**src/rtl/sbs_map.svh**
```systemverilog
`ifndef SBS_MAP_SVH
`define SBS_MAP_SVH
// Register byte addresses.
`define A_CMD 8'h00
`define A_DEST 8'h04
`define A_SRC 8'h08
`define A_ACC 8'h0c
`define A_DIDX 8'h10
`define A_COUNT 8'h14
`define A_FLAGS 8'h18
`define A_ENV 8'h1c
`define A_ESLIM 8'h20
`define A_SSLIM 8'h24
`define A_MADDR 8'h28
`define A_MEM 8'h2c
`define A_STATUS 8'h30
// Flags register bit positions.
`define F_CF 0
`define F_PF 2
`define F_AF 4
`define F_ZF 6
`define F_SF 7
`define F_DF 10
`define F_OF 11
// Environment bit positions.
`define E_PMODE 0
`define E_V86 1
`define E_ACEN 2
`define E_CPL_LO 3
`define E_ESNULL 5
`define E_DSNULL 6
`define E_SEGRO 7
`define E_USESS 8
// Reset values and constants.
`define FLAGS_RST 32'h00000000
`define CNT_MASK 5'h1f
`define CPL_USER 2'h3
`define OPC_ACC8 8'h1c
`define OPC_ACC 8'h1d
`define OPC_GRP8 8'h80
`define OPC_GRP 8'h81
`define OPC_GRPS8 8'h83
`define OPC_RR_LO 8'h18
`define OPC_RR_HI 8'h1b
`define REG_SBB 3'h3
`endif

```
**src/rtl/sbs_pkg.sv**
```systemverilog
`default_nettype none
package sbs_pkg;
  typedef enum logic [3:0] {
    ST_IDLE = 4'b0001,
    ST_EXEC = 4'b0010,
    ST_SHIFT = 4'b0100,
    ST_SCAN = 4'b1000
  } state_t;
  typedef enum logic [2:0] {
    OP_SHL = 3'h0,
    OP_SAR = 3'h1,
    OP_SHR = 3'h2,
    OP_SBB = 3'h3,
    OP_SCAN = 3'h4
  } op_t;
  typedef enum logic [1:0] {
    FK_NONE = 2'h0,
    FK_GP = 2'h1,
    FK_SS = 2'h2,
    FK_AC = 2'h3
  } fault_t;
endpackage : sbs_pkg
`default_nettype wire

```
**src/rtl/shift_borrow_scan_alu.sv**
```systemverilog
// Design decisions made here: the register addresses and register access over AHB-Lite.
`include "sbs_map.svh"
`default_nettype none
module shift_borrow_scan_alu (
  // Clock and reset.
  input wire logic hclk,
  input wire logic hresetn,
  // AHB-Lite slave.
  input wire logic hsel,
  input wire logic [31:0] haddr,
  input wire logic [1:0] htrans,
  input wire logic hwrite,
  input wire logic [2:0] hsize,
  input wire logic [31:0] hwdata,
  input wire logic hready,
  output logic hreadyout,
  output logic hresp,
  output logic [31:0] hrdata,
  // Exception report.
  output logic fault_valid,
  output logic [1:0] fault_kind,
  output logic fault_err
);
  sbs_pkg::state_t st, next_st;
  logic [7:0] wa, next_wa;
  logic wv, next_wv;
  logic [31:0] next_hrdata;
  logic [2:0] op, next_op;
  logic [1:0] sz, next_sz;
  logic memd, next_memd;
  logic iterate_prefix, next_rep;
  logic a16, next_a16;
  logic sext, next_sext;
  logic accd, next_accd;
  logic bad, next_bad;
  logic [31:0] dest, next_dest;
  logic [31:0] src, next_src;
  logic [31:0] acc, next_acc;
  logic [31:0] didx, next_didx;
  logic [31:0] cnt, next_cnt;
  logic [31:0] flags, next_flags;
  logic [8:0] env, next_env;
  logic [31:0] eslim, next_eslim;
  logic [31:0] sslim, next_sslim;
  logic [31:0] maddr, next_maddr;
  logic [31:0] tmp, next_tmp;
  logic [4:0] sc, next_sc;
  logic next_fv;
  logic [1:0] next_fk;
  logic next_fe;
  logic [31:0] m;
  logic [4:0] msbi;
  logic [31:0] sa, sb, res, srcx, sh, saddr;
  logic [32:0] r33;
  logic cin, brw, ovf, afl, shc, sbb_ok, mis, scflt;
  logic [7:0] opc;
  logic [1:0] msz;
  logic [2:0] opb;
  logic [31:0] step;

  // Operand width, mask and top bit index.
  always_comb
  begin
    m = 32'hffffffff;
    msbi = 5'd31;
    if (sz == 2'h0)
    begin
      m = 32'h000000ff;
      msbi = 5'd7;
    end
    else if (sz == 2'h1)
    begin
      m = 32'h0000ffff;
      msbi = 5'd15;
    end
  end

  // Shared subtractor for borrow subtract and scan.
  always_comb
  begin
    srcx = sext ? {{24{src[7]}}, src[7:0]} : src;
    if (st == sbs_pkg::ST_SCAN)
    begin
      sa = acc & m;
      sb = hwdata & m;
      cin = 1'b0;
    end
    else
    begin
      sa = (accd ? acc : dest) & m;
      sb = srcx & m;
      cin = flags[`F_CF];
    end
    r33 = {1'b0, sa} - {1'b0, sb} - {32'h0, cin};
    res = r33[31:0] & m;
    brw = r33[msbi + 5'd1];
    if (msbi == 5'd31)
    begin
      brw = r33[32];
    end
    ovf = (sa[msbi] ^ sb[msbi]) & (res[msbi] ^ sa[msbi]);
    afl = sa[4] ^ sb[4] ^ res[4];
  end

  // One shift step.
  always_comb
  begin
    if (op == sbs_pkg::OP_SHL)
    begin
      shc = tmp[msbi];
      sh = (tmp << 1) & m;
    end
    else
    begin
      shc = tmp[0];
      sh = tmp >> 1;
      if (op == sbs_pkg::OP_SAR)
      begin
        sh[msbi] = tmp[msbi];
      end
    end
  end

  // Opcode decode of a command write.
  always_comb
  begin
    opc = hwdata[15:8];
    opb = hwdata[18:16];
    msz = hwdata[4:3];
    sbb_ok = (opc == `OPC_ACC8) || (opc == `OPC_ACC)
      || (((opc == `OPC_GRP8) || (opc == `OPC_GRP) || (opc == `OPC_GRPS8)) && (opb == `REG_SBB))
      || ((opc >= `OPC_RR_LO) && (opc <= `OPC_RR_HI));
    if ((opc == `OPC_ACC8) || (opc == `OPC_GRP8) || (opc == `OPC_RR_LO) || (opc == 8'h1a))
    begin
      msz = 2'h0;
    end
  end

  // Address checks for memory operands.
  always_comb
  begin
    saddr = a16 ? {16'h0, didx[15:0]} : didx;
    if (st == sbs_pkg::ST_EXEC)
    begin
      saddr = maddr;
    end
    mis = ((sz == 2'h1) && saddr[0]) || ((sz == 2'h2) && (saddr[1:0] != 2'h0));
    mis = mis && env[`E_ACEN] && (env[`E_CPL_LO +: 2] == `CPL_USER);
    scflt = env[`E_ESNULL] || (saddr > eslim);
    step = (sz == 2'h0) ? 32'h1 : ((sz == 2'h1) ? 32'h2 : 32'h4);
  end

  // Bus address phase capture and read data.
  always_comb
  begin
    next_wa = haddr[7:0];
    next_wv = hsel && htrans[1] && hready && hwrite;
    next_hrdata = hrdata;
    if (hsel && htrans[1] && hready && !hwrite)
    begin
      case (haddr[7:0])
        `A_CMD: next_hrdata = {23'h0, accd, a16, iterate_prefix, memd, sz, op};
        `A_DEST: next_hrdata = dest;
        `A_SRC: next_hrdata = src;
        `A_ACC: next_hrdata = acc;
        `A_DIDX: next_hrdata = didx;
        `A_COUNT: next_hrdata = cnt;
        `A_FLAGS: next_hrdata = flags;
        `A_ENV: next_hrdata = {23'h0, env};
        `A_ESLIM: next_hrdata = eslim;
        `A_SSLIM: next_hrdata = sslim;
        `A_MADDR: next_hrdata = maddr;
        `A_STATUS: next_hrdata = {26'h0, fault_err, fault_kind, bad, st == sbs_pkg::ST_SCAN, st != sbs_pkg::ST_IDLE};
        default: next_hrdata = 32'h0;
      endcase
    end
  end

  // Command engine and register file.
  always_comb
  begin
    next_st = st;
    next_op = op;
    next_sz = sz;
    next_memd = memd;
    next_rep = iterate_prefix;
    next_a16 = a16;
    next_sext = sext;
    next_accd = accd;
    next_bad = bad;
    next_dest = dest;
    next_src = src;
    next_acc = acc;
    next_didx = didx;
    next_cnt = cnt;
    next_flags = flags;
    next_env = env;
    next_eslim = eslim;
    next_sslim = sslim;
    next_maddr = maddr;
    next_tmp = tmp;
    next_sc = sc;
    next_fv = 1'b0;
    next_fk = fault_kind;
    next_fe = fault_err;
    case (st)
      sbs_pkg::ST_IDLE:
      begin
        if (wv)
        begin
          case (wa)
            `A_DEST: next_dest = hwdata;
            `A_SRC: next_src = hwdata;
            `A_ACC: next_acc = hwdata;
            `A_DIDX: next_didx = hwdata;
            `A_COUNT: next_cnt = hwdata;
            `A_FLAGS: next_flags = hwdata;
            `A_ENV: next_env = hwdata[8:0];
            `A_ESLIM: next_eslim = hwdata;
            `A_SSLIM: next_sslim = hwdata;
            `A_MADDR: next_maddr = hwdata;
            `A_CMD:
            begin
              next_op = hwdata[2:0];
              next_sz = hwdata[4:3];
              next_memd = hwdata[5];
              next_rep = hwdata[6];
              next_a16 = hwdata[7];
              next_sext = 1'b0;
              next_accd = 1'b0;
              next_bad = 1'b0;
              next_st = sbs_pkg::ST_EXEC;
              if (hwdata[2:0] == sbs_pkg::OP_SBB)
              begin
                next_sz = msz;
                next_sext = (opc == `OPC_GRPS8);
                next_accd = (opc == `OPC_ACC8) || (opc == `OPC_ACC);
                next_memd = hwdata[5] && !next_accd;
                if (!sbb_ok)
                begin
                  next_bad = 1'b1;
                  next_st = sbs_pkg::ST_IDLE;
                end
              end
              else if (hwdata[2:0] > sbs_pkg::OP_SCAN)
              begin
                next_bad = 1'b1;
                next_st = sbs_pkg::ST_IDLE;
              end
            end
            default: next_st = sbs_pkg::ST_IDLE;
          endcase
        end
      end
      sbs_pkg::ST_EXEC:
      begin
        next_st = sbs_pkg::ST_IDLE;
        next_fk = sbs_pkg::FK_NONE;
        next_fe = 1'b0;
        if (op == sbs_pkg::OP_SCAN)
        begin
          if (!(iterate_prefix && (cnt == 32'h0)))
          begin
            next_st = sbs_pkg::ST_SCAN;
          end
        end
        else if (memd && env[`E_PMODE] && env[`E_SEGRO])
        begin
          next_fv = 1'b1;
          next_fk = sbs_pkg::FK_GP;
          next_fe = 1'b1;
        end
        else if (memd && env[`E_PMODE] && !env[`E_USESS] && env[`E_DSNULL])
        begin
          next_fv = 1'b1;
          next_fk = sbs_pkg::FK_GP;
          next_fe = 1'b1;
        end
        else if (memd && env[`E_USESS] && (maddr > sslim))
        begin
          next_fv = 1'b1;
          next_fk = sbs_pkg::FK_SS;
          next_fe = env[`E_PMODE] || env[`E_V86];
        end
        else if (memd && mis)
        begin
          next_fv = 1'b1;
          next_fk = sbs_pkg::FK_AC;
          next_fe = 1'b1;
        end
        else if (op == sbs_pkg::OP_SBB)
        begin
          if (accd)
          begin
            next_acc = (acc & ~m) | res;
          end
          else
          begin
            next_dest = (dest & ~m) | res;
          end
          next_flags[`F_CF] = brw;
          next_flags[`F_OF] = ovf;
          next_flags[`F_SF] = res[msbi];
          next_flags[`F_ZF] = (res == 32'h0);
          next_flags[`F_AF] = afl;
          next_flags[`F_PF] = ~^res[7:0];
        end
        else
        begin
          next_sc = src[4:0] & `CNT_MASK;
          next_tmp = dest & m;
          if ((src[4:0] & `CNT_MASK) != 5'h0)
          begin
            next_st = sbs_pkg::ST_SHIFT;
          end
        end
      end
      sbs_pkg::ST_SHIFT:
      begin
        next_tmp = sh;
        next_sc = sc - 5'd1;
        next_flags[`F_CF] = shc;
        if (sc == 5'd1)
        begin
          next_st = sbs_pkg::ST_IDLE;
          next_dest = (dest & ~m) | sh;
          next_flags[`F_SF] = sh[msbi];
          next_flags[`F_ZF] = (sh == 32'h0);
          next_flags[`F_PF] = ~^sh[7:0];
          if ((src[4:0] & `CNT_MASK) == 5'd1)
          begin
            case (op)
              sbs_pkg::OP_SHL: next_flags[`F_OF] = sh[msbi] ^ shc;
              sbs_pkg::OP_SAR: next_flags[`F_OF] = 1'b0;
              default: next_flags[`F_OF] = dest[msbi];
            endcase
          end
        end
      end
      sbs_pkg::ST_SCAN:
      begin
        if (wv && (wa == `A_MEM))
        begin
          if (scflt || mis)
          begin
            next_fv = 1'b1;
            next_fk = scflt ? sbs_pkg::FK_GP : sbs_pkg::FK_AC;
            next_fe = 1'b1;
            next_st = sbs_pkg::ST_IDLE;
          end
          else
          begin
            next_flags[`F_CF] = brw;
            next_flags[`F_OF] = ovf;
            next_flags[`F_SF] = res[msbi];
            next_flags[`F_ZF] = (res == 32'h0);
            next_flags[`F_AF] = afl;
            next_flags[`F_PF] = ~^res[7:0];
            if (flags[`F_DF])
            begin
              next_didx = didx - step;
            end
            else
            begin
              next_didx = didx + step;
            end
            if (a16)
            begin
              next_didx = {didx[31:16], next_didx[15:0]};
            end
            next_st = sbs_pkg::ST_IDLE;
            if (iterate_prefix)
            begin
              next_cnt = cnt - 32'h1;
              if (cnt != 32'h1)
              begin
                next_st = sbs_pkg::ST_SCAN;
              end
            end
          end
        end
      end
      default: next_st = sbs_pkg::ST_IDLE;
    endcase
  end

  always_ff @(posedge hclk or negedge hresetn)
  begin
    if (!hresetn)
    begin
      hreadyout <= 1'b0;
      hresp <= 1'b0;
      hrdata <= 32'h0;
      wa <= 8'h0;
      wv <= 1'b0;
    end
    else
    begin
      hreadyout <= 1'b1;
      hresp <= 1'b0;
      hrdata <= next_hrdata;
      wa <= next_wa;
      wv <= next_wv;
    end
  end

  always_ff @(posedge hclk or negedge hresetn)
  begin
    if (!hresetn)
    begin
      st <= sbs_pkg::ST_IDLE;
      op <= 3'h0;
      sz <= 2'h0;
      memd <= 1'b0;
      iterate_prefix <= 1'b0;
      a16 <= 1'b0;
      sext <= 1'b0;
      accd <= 1'b0;
      bad <= 1'b0;
      dest <= 32'h0;
      src <= 32'h0;
      acc <= 32'h0;
      didx <= 32'h0;
      cnt <= 32'h0;
      flags <= `FLAGS_RST;
      env <= 9'h0;
      eslim <= 32'h0;
      sslim <= 32'h0;
      maddr <= 32'h0;
      tmp <= 32'h0;
      sc <= 5'h0;
      fault_valid <= 1'b0;
      fault_kind <= 2'h0;
      fault_err <= 1'b0;
    end
    else
    begin
      st <= next_st;
      op <= next_op;
      sz <= next_sz;
      memd <= next_memd;
      iterate_prefix <= next_rep;
      a16 <= next_a16;
      sext <= next_sext;
      accd <= next_accd;
      bad <= next_bad;
      dest <= next_dest;
      src <= next_src;
      acc <= next_acc;
      didx <= next_didx;
      cnt <= next_cnt;
      flags <= next_flags;
      env <= next_env;
      eslim <= next_eslim;
      sslim <= next_sslim;
      maddr <= next_maddr;
      tmp <= next_tmp;
      sc <= next_sc;
      fault_valid <= next_fv;
      fault_kind <= next_fk;
      fault_err <= next_fe;
    end
  end
endmodule : shift_borrow_scan_alu
`default_nettype wire
```
**config.mk**
```make
export PLATFORM = sky130hd
export DESIGN_NAME = shift_borrow_scan_alu
export DESIGN_NICKNAME = d
export VERILOG_FILES = /design/src/rtl/sbs_pkg.sv /design/src/rtl/shift_borrow_scan_alu.sv
export VERILOG_INCLUDE_DIRS = /design/src /design/src/rtl
export SDC_FILE = /design/constraint.sdc
export NUM_CORES = 1
export LEC_CHECK = 0
export BUFFER_PORTS_ARGS = -buffer_cell sky130_fd_sc_hd__buf_2
export CAP_MARGIN = 20
export CORE_MARGIN = 1
export CORE_UTILIZATION = 47
export CTS_CLUSTER_SIZE = 12
export DETAILED_ROUTE_END_ITERATION = 8
export HOLD_SLACK_MARGIN = 0.06
export PLACE_DENSITY_LB_ADDON = 0.2
export SETUP_SLACK_MARGIN = 0.1
export SLEW_MARGIN = 40
export SYNTH_ARGS = -nofsm -noshare
export SYNTH_HDL_FRONTEND = slang
export SYNTH_SLANG_ARGS = --single-unit
```
**constraint.sdc**
```tcl
create_clock -name hclk -period 10.2 [get_ports hclk]
set_input_delay 1.53 -clock hclk [delete_from_list [all_inputs] [get_ports hclk]]
set_output_delay 1.53 -clock hclk [all_outputs]
set_load 0.05 [all_outputs]
```
After elaboration in Yosys (flattened, before gate mapping)
Cells that the tools add are included.

storage, ports and cells
  bits in registers = 395
  output and inout bits = 38

operators by class
  add/sub/neg operators = 7
  magnitude comparators = 8
  equal/unequal tests = 69
  multiplexer cells = 186
  bitwise gates (word level) = 19
  reductions and logical operators = 74

operators with widths
  cell                                                  count
  2-to-1 mux 32 bit                                     46
  one-hot mux 32 bit (12 select lines)                  1
  bitwise AND 32 bit                                    9
  one-hot mux 32 bit (2 select lines)                   4
  equality test 8 x 5 -> 1 bit (second input constant)  12
  zero test 32 bit                                      3
  OR 32 bit                                             3
  one-hot mux 32 bit (3 select lines)                   1
  2-to-1 mux 1 bit                                      65
  equality test 8 x 6 -> 1 bit (second input constant)  8
  greater-than comparator 32 bit                        2
  2-to-1 mux 4 bit                                      14
  2-to-1 mux 2 bit                                      21
  2-to-1 mux 5 bit                                      8
  binary-select mux 1 bit (select 5 bit)                7
  AND reduction 11 bit                                  3
  subtractor 32 x 32 -> 33 bit                          1
  subtractor 33 x 1 -> 33 bit                           1
  adder 32 x 3 -> 32 bit                                1
  bitwise mux 32 bit                                    1
  equality test 8 x 4 -> 1 bit (second input constant)  4
  != test 32 x 1 -> 1 bit (second input constant)       1
  NOT 32 bit                                            1
  subtractor 32 x 1 -> 32 bit (second input constant)   1
  other kinds (58)                                      145

Longest topological paths before layout
Gate-level depths: netlist of run 1.

  depth after elaboration = 19
  mapped depth = 24
  depth with buffers taken out = 19

Worst setup path after synthesis of run 1
No wires, ideal clock.

  path kind = register -> register
  from = register st[1]
  to = register flags[6]
  data arrival time = 4.861 ns
  setup slack = 5.272 ns
  cell stages (with the launch flop) = 22
  path buffers = 5
  cell sequence = dfrtp_1 > clkbuf_2 > nor4b_1 > clkbuf_1 > clkbuf_1 > clkbuf_1 > nand2_1 > nand2_1 > ha_1 > inv_1 > ha_1 > clkbuf_1 > a211oi_1 > o311ai_0 > a21oi_1 > o21a_1 > a211oi_1 > o41ai_1 > mux2i_1 > a2111oi_0 > o2111ai_1 > nand2_1

between the ends
  cells in the longest elaborated chain, start to end = 13
  elaborated cells between the ends (all ways) = 44
  those cells by class = 2 x add/sub; 1 x order compare; 15 x eq/ne; 13 x mux; 1 x bitwise; 12 x reduce/logical

ends and longest elaborated chain
  element                             line                                                        source
  from (decl)                         shift_borrow_scan_alu.sv:24                                 sbs_pkg::state_t st, next_st;
  from (signal assigned)              shift_borrow_scan_alu.sv:411                                st <= sbs_pkg::ST_IDLE;
  from (signal assigned)              shift_borrow_scan_alu.sv:438                                st <= next_st;
  equality test 4 bit                 shift_borrow_scan_alu.sv:82, shift_borrow_scan_alu.sv:206
  2-to-1 mux 32 bit                   shift_borrow_scan_alu.sv:82                                 if (st == sbs_pkg::ST_SCAN)
  subtractor 32 x 32 -> 33 bit        shift_borrow_scan_alu.sv:94                                 r33 = {1'b0, sa} - {1'b0, sb} - {32'h0, cin};
  subtractor 33 x 1 -> 33 bit         shift_borrow_scan_alu.sv:94
  bitwise AND 32 bit                  shift_borrow_scan_alu.sv:95                                 res = r33[31:0] & m;
  zero test 32 bit                    shift_borrow_scan_alu.sv:304, shift_borrow_scan_alu.sv:356
  2-to-1 mux 2 bit                    shift_borrow_scan_alu.sv:291                                else if (op == sbs_pkg::OP_SBB)
  2-to-1 mux 2 bit                    shift_borrow_scan_alu.sv:285                                else if (memd && mis)
  2-to-1 mux 2 bit                    shift_borrow_scan_alu.sv:279                                else if (memd && env[`E_USESS] && (maddr > sslim))
  2-to-1 mux 2 bit                    shift_borrow_scan_alu.sv:273                                else if (memd && env[`E_PMODE] && !env[`E_USESS] && env[`E_DSNULL])
  2-to-1 mux 2 bit                    shift_borrow_scan_alu.sv:267                                else if (memd && env[`E_PMODE] && env[`E_SEGRO])
  2-to-1 mux 2 bit                    shift_borrow_scan_alu.sv:260                                if (op == sbs_pkg::OP_SCAN)
  one-hot mux 2 bit (4 select lines)  shift_borrow_scan_alu.sv:206                                case (st)
  to (signal assigned)                shift_borrow_scan_alu.sv:425                                flags <= `FLAGS_RST;
  to (signal assigned)                shift_borrow_scan_alu.sv:452                                flags <= next_flags;
  to (decl)                           shift_borrow_scan_alu.sv:41                                 logic [31:0] flags, next_flags;

Several ways; a longest one is shown, not always the timed one. The select of a mux whose other input is x is not followed.
A chain may end at the register's enable or synchronous reset.

Final worst setup path of run 1
  from = register sz[0]
  to = register flags[6]

between the ends
  cells in the longest elaborated chain, start to end = 16
  elaborated cells between the ends (all ways) = 49
  those cells by class = 2 x add/sub; 2 x order compare; 4 x eq/ne; 23 x mux; 6 x bitwise; 12 x reduce/logical

ends and longest elaborated chain
  element                                       line                                                        source
  from (decl)                                   shift_borrow_scan_alu.sv:29                                 logic [1:0] sz, next_sz;
  from (signal assigned)                        shift_borrow_scan_alu.sv:440                                sz <= next_sz;
  equality test 2 x 1 -> 1 bit                  shift_borrow_scan_alu.sv:71, shift_borrow_scan_alu.sv:147
  2-to-1 mux 32 bit                             shift_borrow_scan_alu.sv:71                                 else if (sz == 2'h1)
  2-to-1 mux 32 bit                             shift_borrow_scan_alu.sv:66                                 if (sz == 2'h0)
  bitwise AND 32 bit, on equally long branches  -
  2-to-1 mux 32 bit                             shift_borrow_scan_alu.sv:82
  subtractor 32 x 32 -> 33 bit                  shift_borrow_scan_alu.sv:94
  subtractor 33 x 1 -> 33 bit                   shift_borrow_scan_alu.sv:94
  bitwise AND 32 bit                            shift_borrow_scan_alu.sv:95
  zero test 32 bit                              shift_borrow_scan_alu.sv:304, shift_borrow_scan_alu.sv:356
  2-to-1 mux 2 bit                              shift_borrow_scan_alu.sv:291
  2-to-1 mux 2 bit                              shift_borrow_scan_alu.sv:285
  2-to-1 mux 2 bit                              shift_borrow_scan_alu.sv:279
  2-to-1 mux 2 bit                              shift_borrow_scan_alu.sv:273
  2-to-1 mux 2 bit                              shift_borrow_scan_alu.sv:267
  2-to-1 mux 2 bit                              shift_borrow_scan_alu.sv:260
  one-hot mux 2 bit (4 select lines)            shift_borrow_scan_alu.sv:206

Several ways; a longest one is shown, not always the timed one. The select of a mux whose other input is x is not followed.

==> results of run 1 <==
-- sequential cells by signal, indices dropped and copies added (netlist names), 8 cells and up, named ones only --
signal	flops
dest	32
acc	12
eslim	32
sslim	32
flags	32
tmp	32
env	9
cnt	32
didx	32
maddr	32
hrdata	32
wa	8
src	32
-- final timing paths --
path | from | end | slack [ps]
min | hrdata[13]$_DFFE_PN0P_ | hrdata[13]$_DFFE_PN0P_ | 470
max in group asynchronous | hresetn | hrdata[5]$_DFFE_PN0P_ | 7660
min in group asynchronous | hresetn | dest[28]$_DFFE_PN0P_ | 850
min reg2reg | hrdata[13]$_DFFE_PN0P_ | hrdata[13]$_DFFE_PN0P_ | 470
max reg2reg | sz[0]$_DFFE_PN0P_ | flags[6]$_DFFE_PN0P_ | 3330
max | sz[0]$_DFFE_PN0P_ | flags[6]$_DFFE_PN0P_ | 3330
-- routing by layer --
layer	up-vias	GRT usage, %	part of all wire [%]
met4	2	20.48	6.3
li1	11510	-	-
met5	-	0	0.012
met3	357	5.034	8.1
met1	12710	45.91	41
met2	1364	54.57	45
-- logic make-up after synthesis --
logic type               count (synthesis)  share of synthesized area [%]
AO/OA/AOI/OAI                          942                          23.04
XOR/XNOR                                44                          1.402
adder cells (fa/ha/maj)                170                          7.823
buffers and inverters                  374                          5.318
flip-flops                             395                          35.98
multiplexers                           240                          9.776
other                                    2                        0.02733
AND/OR/NAND/NOR                        996                          16.63
-- area by class of cell --
type	count	area, um2
clock buffers	67	1404
multi-input cells	2394	16310
repair buffers	127	820.8
clock inverters	18	178.9
flip-flops and latches	395	9887
well taps	765	957.2
fillers	5335	27540
diodes	3	7.507
inverters	158	593.1
-- stage by stage --
stage	cells	hold slack, ps	power, mW
floorplan	3163	450.7	2.119
global placement	3835	459.2	2.327
detailed placement	3839	460.5	2.347
CTS	3924	478.0	4.093
global route	3925	492.1	4.229
finish	3927	470.0	4.099
-- worst max-delay path, stage by stage, from the launching register on --
cell and delay [ps]:
dfrtp_1 700, or2_2 650, clkinv_1 820, a211oi_1 550
ha_1 220, inv_1 40, ha_1 350, a21oi_1 180
o311ai_0 150, a21oi_1 520, o21a_1 380, a211oi_1 170
o41ai_2 600, mux2i_1 370, a2111oi_0 730, o2111ai_1 220
nand2_1 120
-- placed cells by master (no fill, tap or decap), types with 36 or more instances in the layout --
master	instances
buf_4	37
nor3_1	36
mux2_2	207
nor2_1	234
inv_1	156
a21oi_1	229
buf_2	81
nand2_1	410
a221oi_1	60
ha_1	167
o21ai_0	197
nand3_1	77
dfrtp_1	393
a21o_1	41
a31oi_1	54
clkbuf_16	49
a22o_1	42
a22oi_1	66
a211oi_1	37
-- power breakdown --
part           internal, mW  switching, mW  leakage, nW
Sequential             1.62         0.0661         4.60
Clock                  1.03          0.727        0.795
Combinational         0.235          0.421         7.87
Total                  2.88           1.21         13.3
==> flow_summary_export.csv, run 1 <==
group,metric,value,unit
logic_synthesis,synth_area_leader_cell,"dfrtp_1",
logic_synthesis,syn_area,27480,um2
sta,setup_viol,0,
clock_tree,cts_tree,"yes",
logic_synthesis,synth.top_cell.area_share,35.88,%
logic_synthesis,synth_cells,3163,
die,die_w,243.8,um
final_layout,drive_above_1_share,15.19,%
sta,worst_slew_pin_slew,840.2,ps
routing,routed_wl,104800,um
placement,gp_congestion,1.020,
sta,rsz0062_at_grt,"no",
setup_path,cp_data_required_time,10740,ps
placement,dp_hpwl,74360,um
global_route,grt_max_degree,77,
routing,route.detailed.drc,0,
global_route,antenna_found_initial,3,
placement,portBuffers,82,
logic_synthesis,synth-seq-area-share,35.98,%
sta,timing.slew.headroom,43.99,%
sta,layout_min_cycle_time,6867,ps
status,status,"complete, no violations",
die,pin_count,112,
clock_tree,clkLatencyLatePin,600,ps
logic_synthesis,ys_types,99,
clock_tree,h-tree-depth,2,
global_route,grt_pass1_vias,25090,
hold_path,whs_path_depth,2,
final_layout,utilization,52.27,%
global_route,grt_first_pass_wirelength,157400,um
final_layout,area_growth,9.753,%
clock_tree,numCtsBuffers,47,
global_route,grt_use_total,34.89,%
clock_tree,cts.repair.resized,0,
setup_path,crit_type,"register to register",
hold_path,hold_path.class,"register to register",
global_route,overflow,0,
clock_tree,root_buffer,"clkbuf_16",
die,die_h,243.8,um
logic_synthesis,async_flop_share,100.0,%
pwr,p_per_area,135.9,nW/um2
die,start_util,47.63,%
clock_tree,clkSinkCount,395,
routing,wl_per_cell,26.68,um
sta,fmax,145.6,MHz
routing,vias,25940,
pwr,leakagePower,13.27,nW
setup_path,arrival,7410,ps
sta,finalHoldViolCount,0,
sta,period_share,67.32,%
sta,slew_violations,0,
routing,detail_route.vias_per_cell,6.606,
logic_synthesis,ys.warnings.count,0,
die,core_area,57700,um2
clock_tree,clk_pin_slew,60,ps
logic_synthesis,avgSynthCellArea,8.688,um2
placement,dpl_worst_slack,3702,ps
final_layout,fin_area,30160,um2
clock_tree,clk_path_buf_depth,3,
clock_tree,postCtsSetupRepairBufs,0,
die,rows,88,
clock_tree,cts-hold-fix-buffers,0,
setup_path,reg2regPathDepth,16,
routing,antenna_left,0,
setup_path,cp-start-kind,"register",
logic_synthesis,yosysMostFrequentCell,"nand2_1",
logic_synthesis,ys_ff_latch,395,
logic_synthesis,synth_common_cells,"nand2_1 (413), dfrtp_1 (394), nor2_1 (247)",
job,drv_cap,0,
logic_synthesis,ys.flop_type,"dfrtp_1",
logic_synthesis,synth_edf_count,0,
sta,finClkSkew,20.01,ps
setup_path,end_kind,"register",
final_layout,final_nets,3367,
die,die-area,59440,um2
sta,fin_ws,3333,ps
placement,place_area,28530,um2
sta,setup_tns,0,ps
setup_path,critPathMaxFanout,32,
logic_synthesis,syn_nets,3407,
routing,drt_iter0_drc,2901,
logic_synthesis,ys_top_cells_by_area,"dfrtp_1 (36%), mux2_2 (8.5%), ha_1 (7.6%), nand2_1 (5.6%), a21oi_1 (4.2%)",
routing,drtPass1Iterations,6,
pwr,irDropWorstVdd,0.1152,mV
(Power assumes the default switching activity.)
==> inputs of run 2 (changes only) <==
==> constraint.sdc (replaced) <==
create_clock -name hclk -period 6.2 [get_ports hclk]
set_input_delay 0.93 -clock hclk [delete_from_list [all_inputs] [get_ports hclk]]
set_output_delay 0.93 -clock hclk [all_outputs]
set_load 0.05 [all_outputs]
==> run 2 against run 1 <==
Net effect:
- worst hold slack got worse by 200 ps
- combinational power grew 68%
- global-route usage hardly changed
- wire length up 0.61%
- sequential power grew 64%
- register-to-register slack worse by 3000 ps
- first-iteration DRC count is 7.8% lower
- non-clock buffer count up 14
- sequential cell count stayed put
- clock skew up 11 ps
- count of clock-buffer cells in the layout increased by 3
==> flow_summary_export.csv, run 2 (synthesis results as in run 1) <==
group,metric,value,unit
routing,met3WireLength,8868,um
clock_tree,root_buffer,"clkbuf_16",
clock_tree,cts-hold-fix-buffers,0,
setup_path,crit_type,"register to register",
final_layout,fillCellCount,5406,
routing,routed-wl-met2,47050,um
sta,timing.slew.headroom,42.77,%
final_layout,drive_above_1_share,15.46,%
routing,highest_layer,"met4",
clock_tree,clkSinkCount,395,
die,pin_count,112,
pwr,p_per_area,225.7,nW/um2
job,drv_cap,0,
final_layout,final_cell_mix,"nand2_1 (410), dfrtp_1 (393), nor2_1 (235)",
final_layout,antenna_cells,0,
global_route,antenna_found_initial,1,
routing,wl_per_cell,26.75,um
clock_tree,postCtsSetupRepairBufs,0,
global_route,grt_use_total,34.86,%
sta,setup_viol,0,
die,die_w,243.8,um
final_layout,final_nets,3382,
global_route,grt_pass1_vias,24680,
final_layout,mostFrequentLayoutCell,"nand2_1",
global_route,grt_first_pass_wirelength,156600,um
sta,slew_violations,0,
die,start_util,47.63,%
sta,rsz0062_at_grt,"no",
setup_path,critPathMaxFanout,55,
final_layout,utilization,52.62,%
routing,routed_wl,105400,um
setup_path,cp_data_required_time,6730,ps
sta,worst_slew_pin_slew,857.6,ps
pwr,leakagePower,13.36,nW
sta,holdWs,269.2,ps
routing,drt_iter0_drc,2674,
clock_tree,clk_path_buf_depth,3,
pwr,irDropWorstVdd,0.2154,mV
routing,antenna_left,0,
final_layout,final_cells,3941,
die,core_area,57700,um2
clock_tree,clk_pin_slew,60,ps
final_layout,regArea,9887,um2
die,die-area,59440,um2
final_layout,multi_input_area,16310,um2
clock_tree,clkLatencyLatePin,610,ps
routing,route.detailed.drc,0,
status,status,"complete, no violations",
hold_path,hold_path.class,"input port to async pin",
final_layout,area_growth,10.49,%
clock_tree,h-tree-depth,2,
placement,gp_congestion,0.9603,
die,die_h,243.8,um
placement,portBuffers,82,
setup_path,cp-start-kind,"register",
sta,finClkSkew,30.94,ps
die,rows,88,
clock_tree,cts.repair.resized,0,
sta,fmax,171.7,MHz
sta,layout_min_cycle_time,5823,ps
sta,setup_tns,0,ps
setup_path,end_kind,"register",
sta,period_share,93.91,%
placement,dp_hpwl,75770,um
placement,dpl.cell_count,3852,
routing,drtPass1Iterations,8,
clock_tree,numCtsBuffers,48,
routing,wirelength_met1,42530,um
global_route,grt_max_degree,136,
clock_tree,cts_tree,"yes",
setup_path,arrival,6350,ps
sta,finalHoldViolCount,0,
routing,vias,25870,
global_route,overflow,0,
routing,detail_route.vias_per_cell,6.563,
-- run 2: cell count changes in the layout (fill, tap and decap cells not counted), moves of 2 or more --
cell / before / now
buf_4: 37 / 51
clkbuf_1: 7 / 11
bufinv_16: 3 / 6
clkinv_2: 12 / 9
diode_2: 3 / 0
buf_16: 1 / 3
buf_6: 4 / 2
-- run 2: metal layers --
metal | GRT usage (%) | up-vias
li1 | - | 11560
met1 | 45.21 | 12580
met2 | 55.04 | 1400
met3 | 5.651 | 330
met4 | 19.98 | 0
met5 | 0 | -
-- run 2: cell type report --
| cell class | instances | area share [%] |
|---|---|---|
| multi-input cells | 2394 | 53.71 |
| clock inverters | 18 | 0.8530 |
| inverters | 158 | 1.953 |
| flip-flops and latches | 395 | 32.56 |
| well taps | 765 | 3.153 |
| repair buffers | 141 | 3.173 |
| clock buffers | 70 | 4.591 |
-- run 2: report_power, final --
part | switching [mW] | internal, mW
Sequential | 0.102 | 2.66
Clock | 1.18 | 1.81
Combinational | 0.704 | 0.396
-- run 2: through the flow --
stage	setup WS (ps)	area, um2	total power [mW]
global route	197.8	30360	7.099
detailed placement	560.0	28650	3.879
CTS	496.3	30300	6.862
floorplan	1272	27480	3.485
finish	377.3	30360	6.852
global placement	705.7	28530	3.851
-- run 2: path summary, 6_finish.rpt --
path / slack (ps) / cells past startpoint / startpoint / endpoint
min reg2reg: 470 / 1 / hrdata[5]$_DFFE_PN0P_ / hrdata[5]$_DFFE_PN0P_
max in group asynchronous: 4380 / 4 / hresetn / sslim[18]$_DFFE_PN0P_
min in group hclk: 470 / 1 / hrdata[5]$_DFFE_PN0P_ / hrdata[5]$_DFFE_PN0P_
max reg2reg: 380 / 17 / st[1]$_DFFE_PN0P_ / flags[6]$_DFFE_PN0P_
max: 380 / 17 / st[1]$_DFFE_PN0P_ / flags[6]$_DFFE_PN0P_
min: 270 / 1 / hresetn / dest[23]$_DFFE_PN0P_
-- run 2: critical path, cell delays in order, from the launching register on --
cell       delay [ps]
dfrtp_1           460
or4b_4            870
a211oi_1          570
ha_1              240
inv_1              40
ha_1              390
a21oi_1           190
o311ai_0          150
a21oi_1           510
o21a_1            370
a211oi_1          160
o41ai_1           340
buf_4             210
mux2i_1           180
a2111oi_0         630
buf_4             210
o2111ai_1         110
nand2_1           100
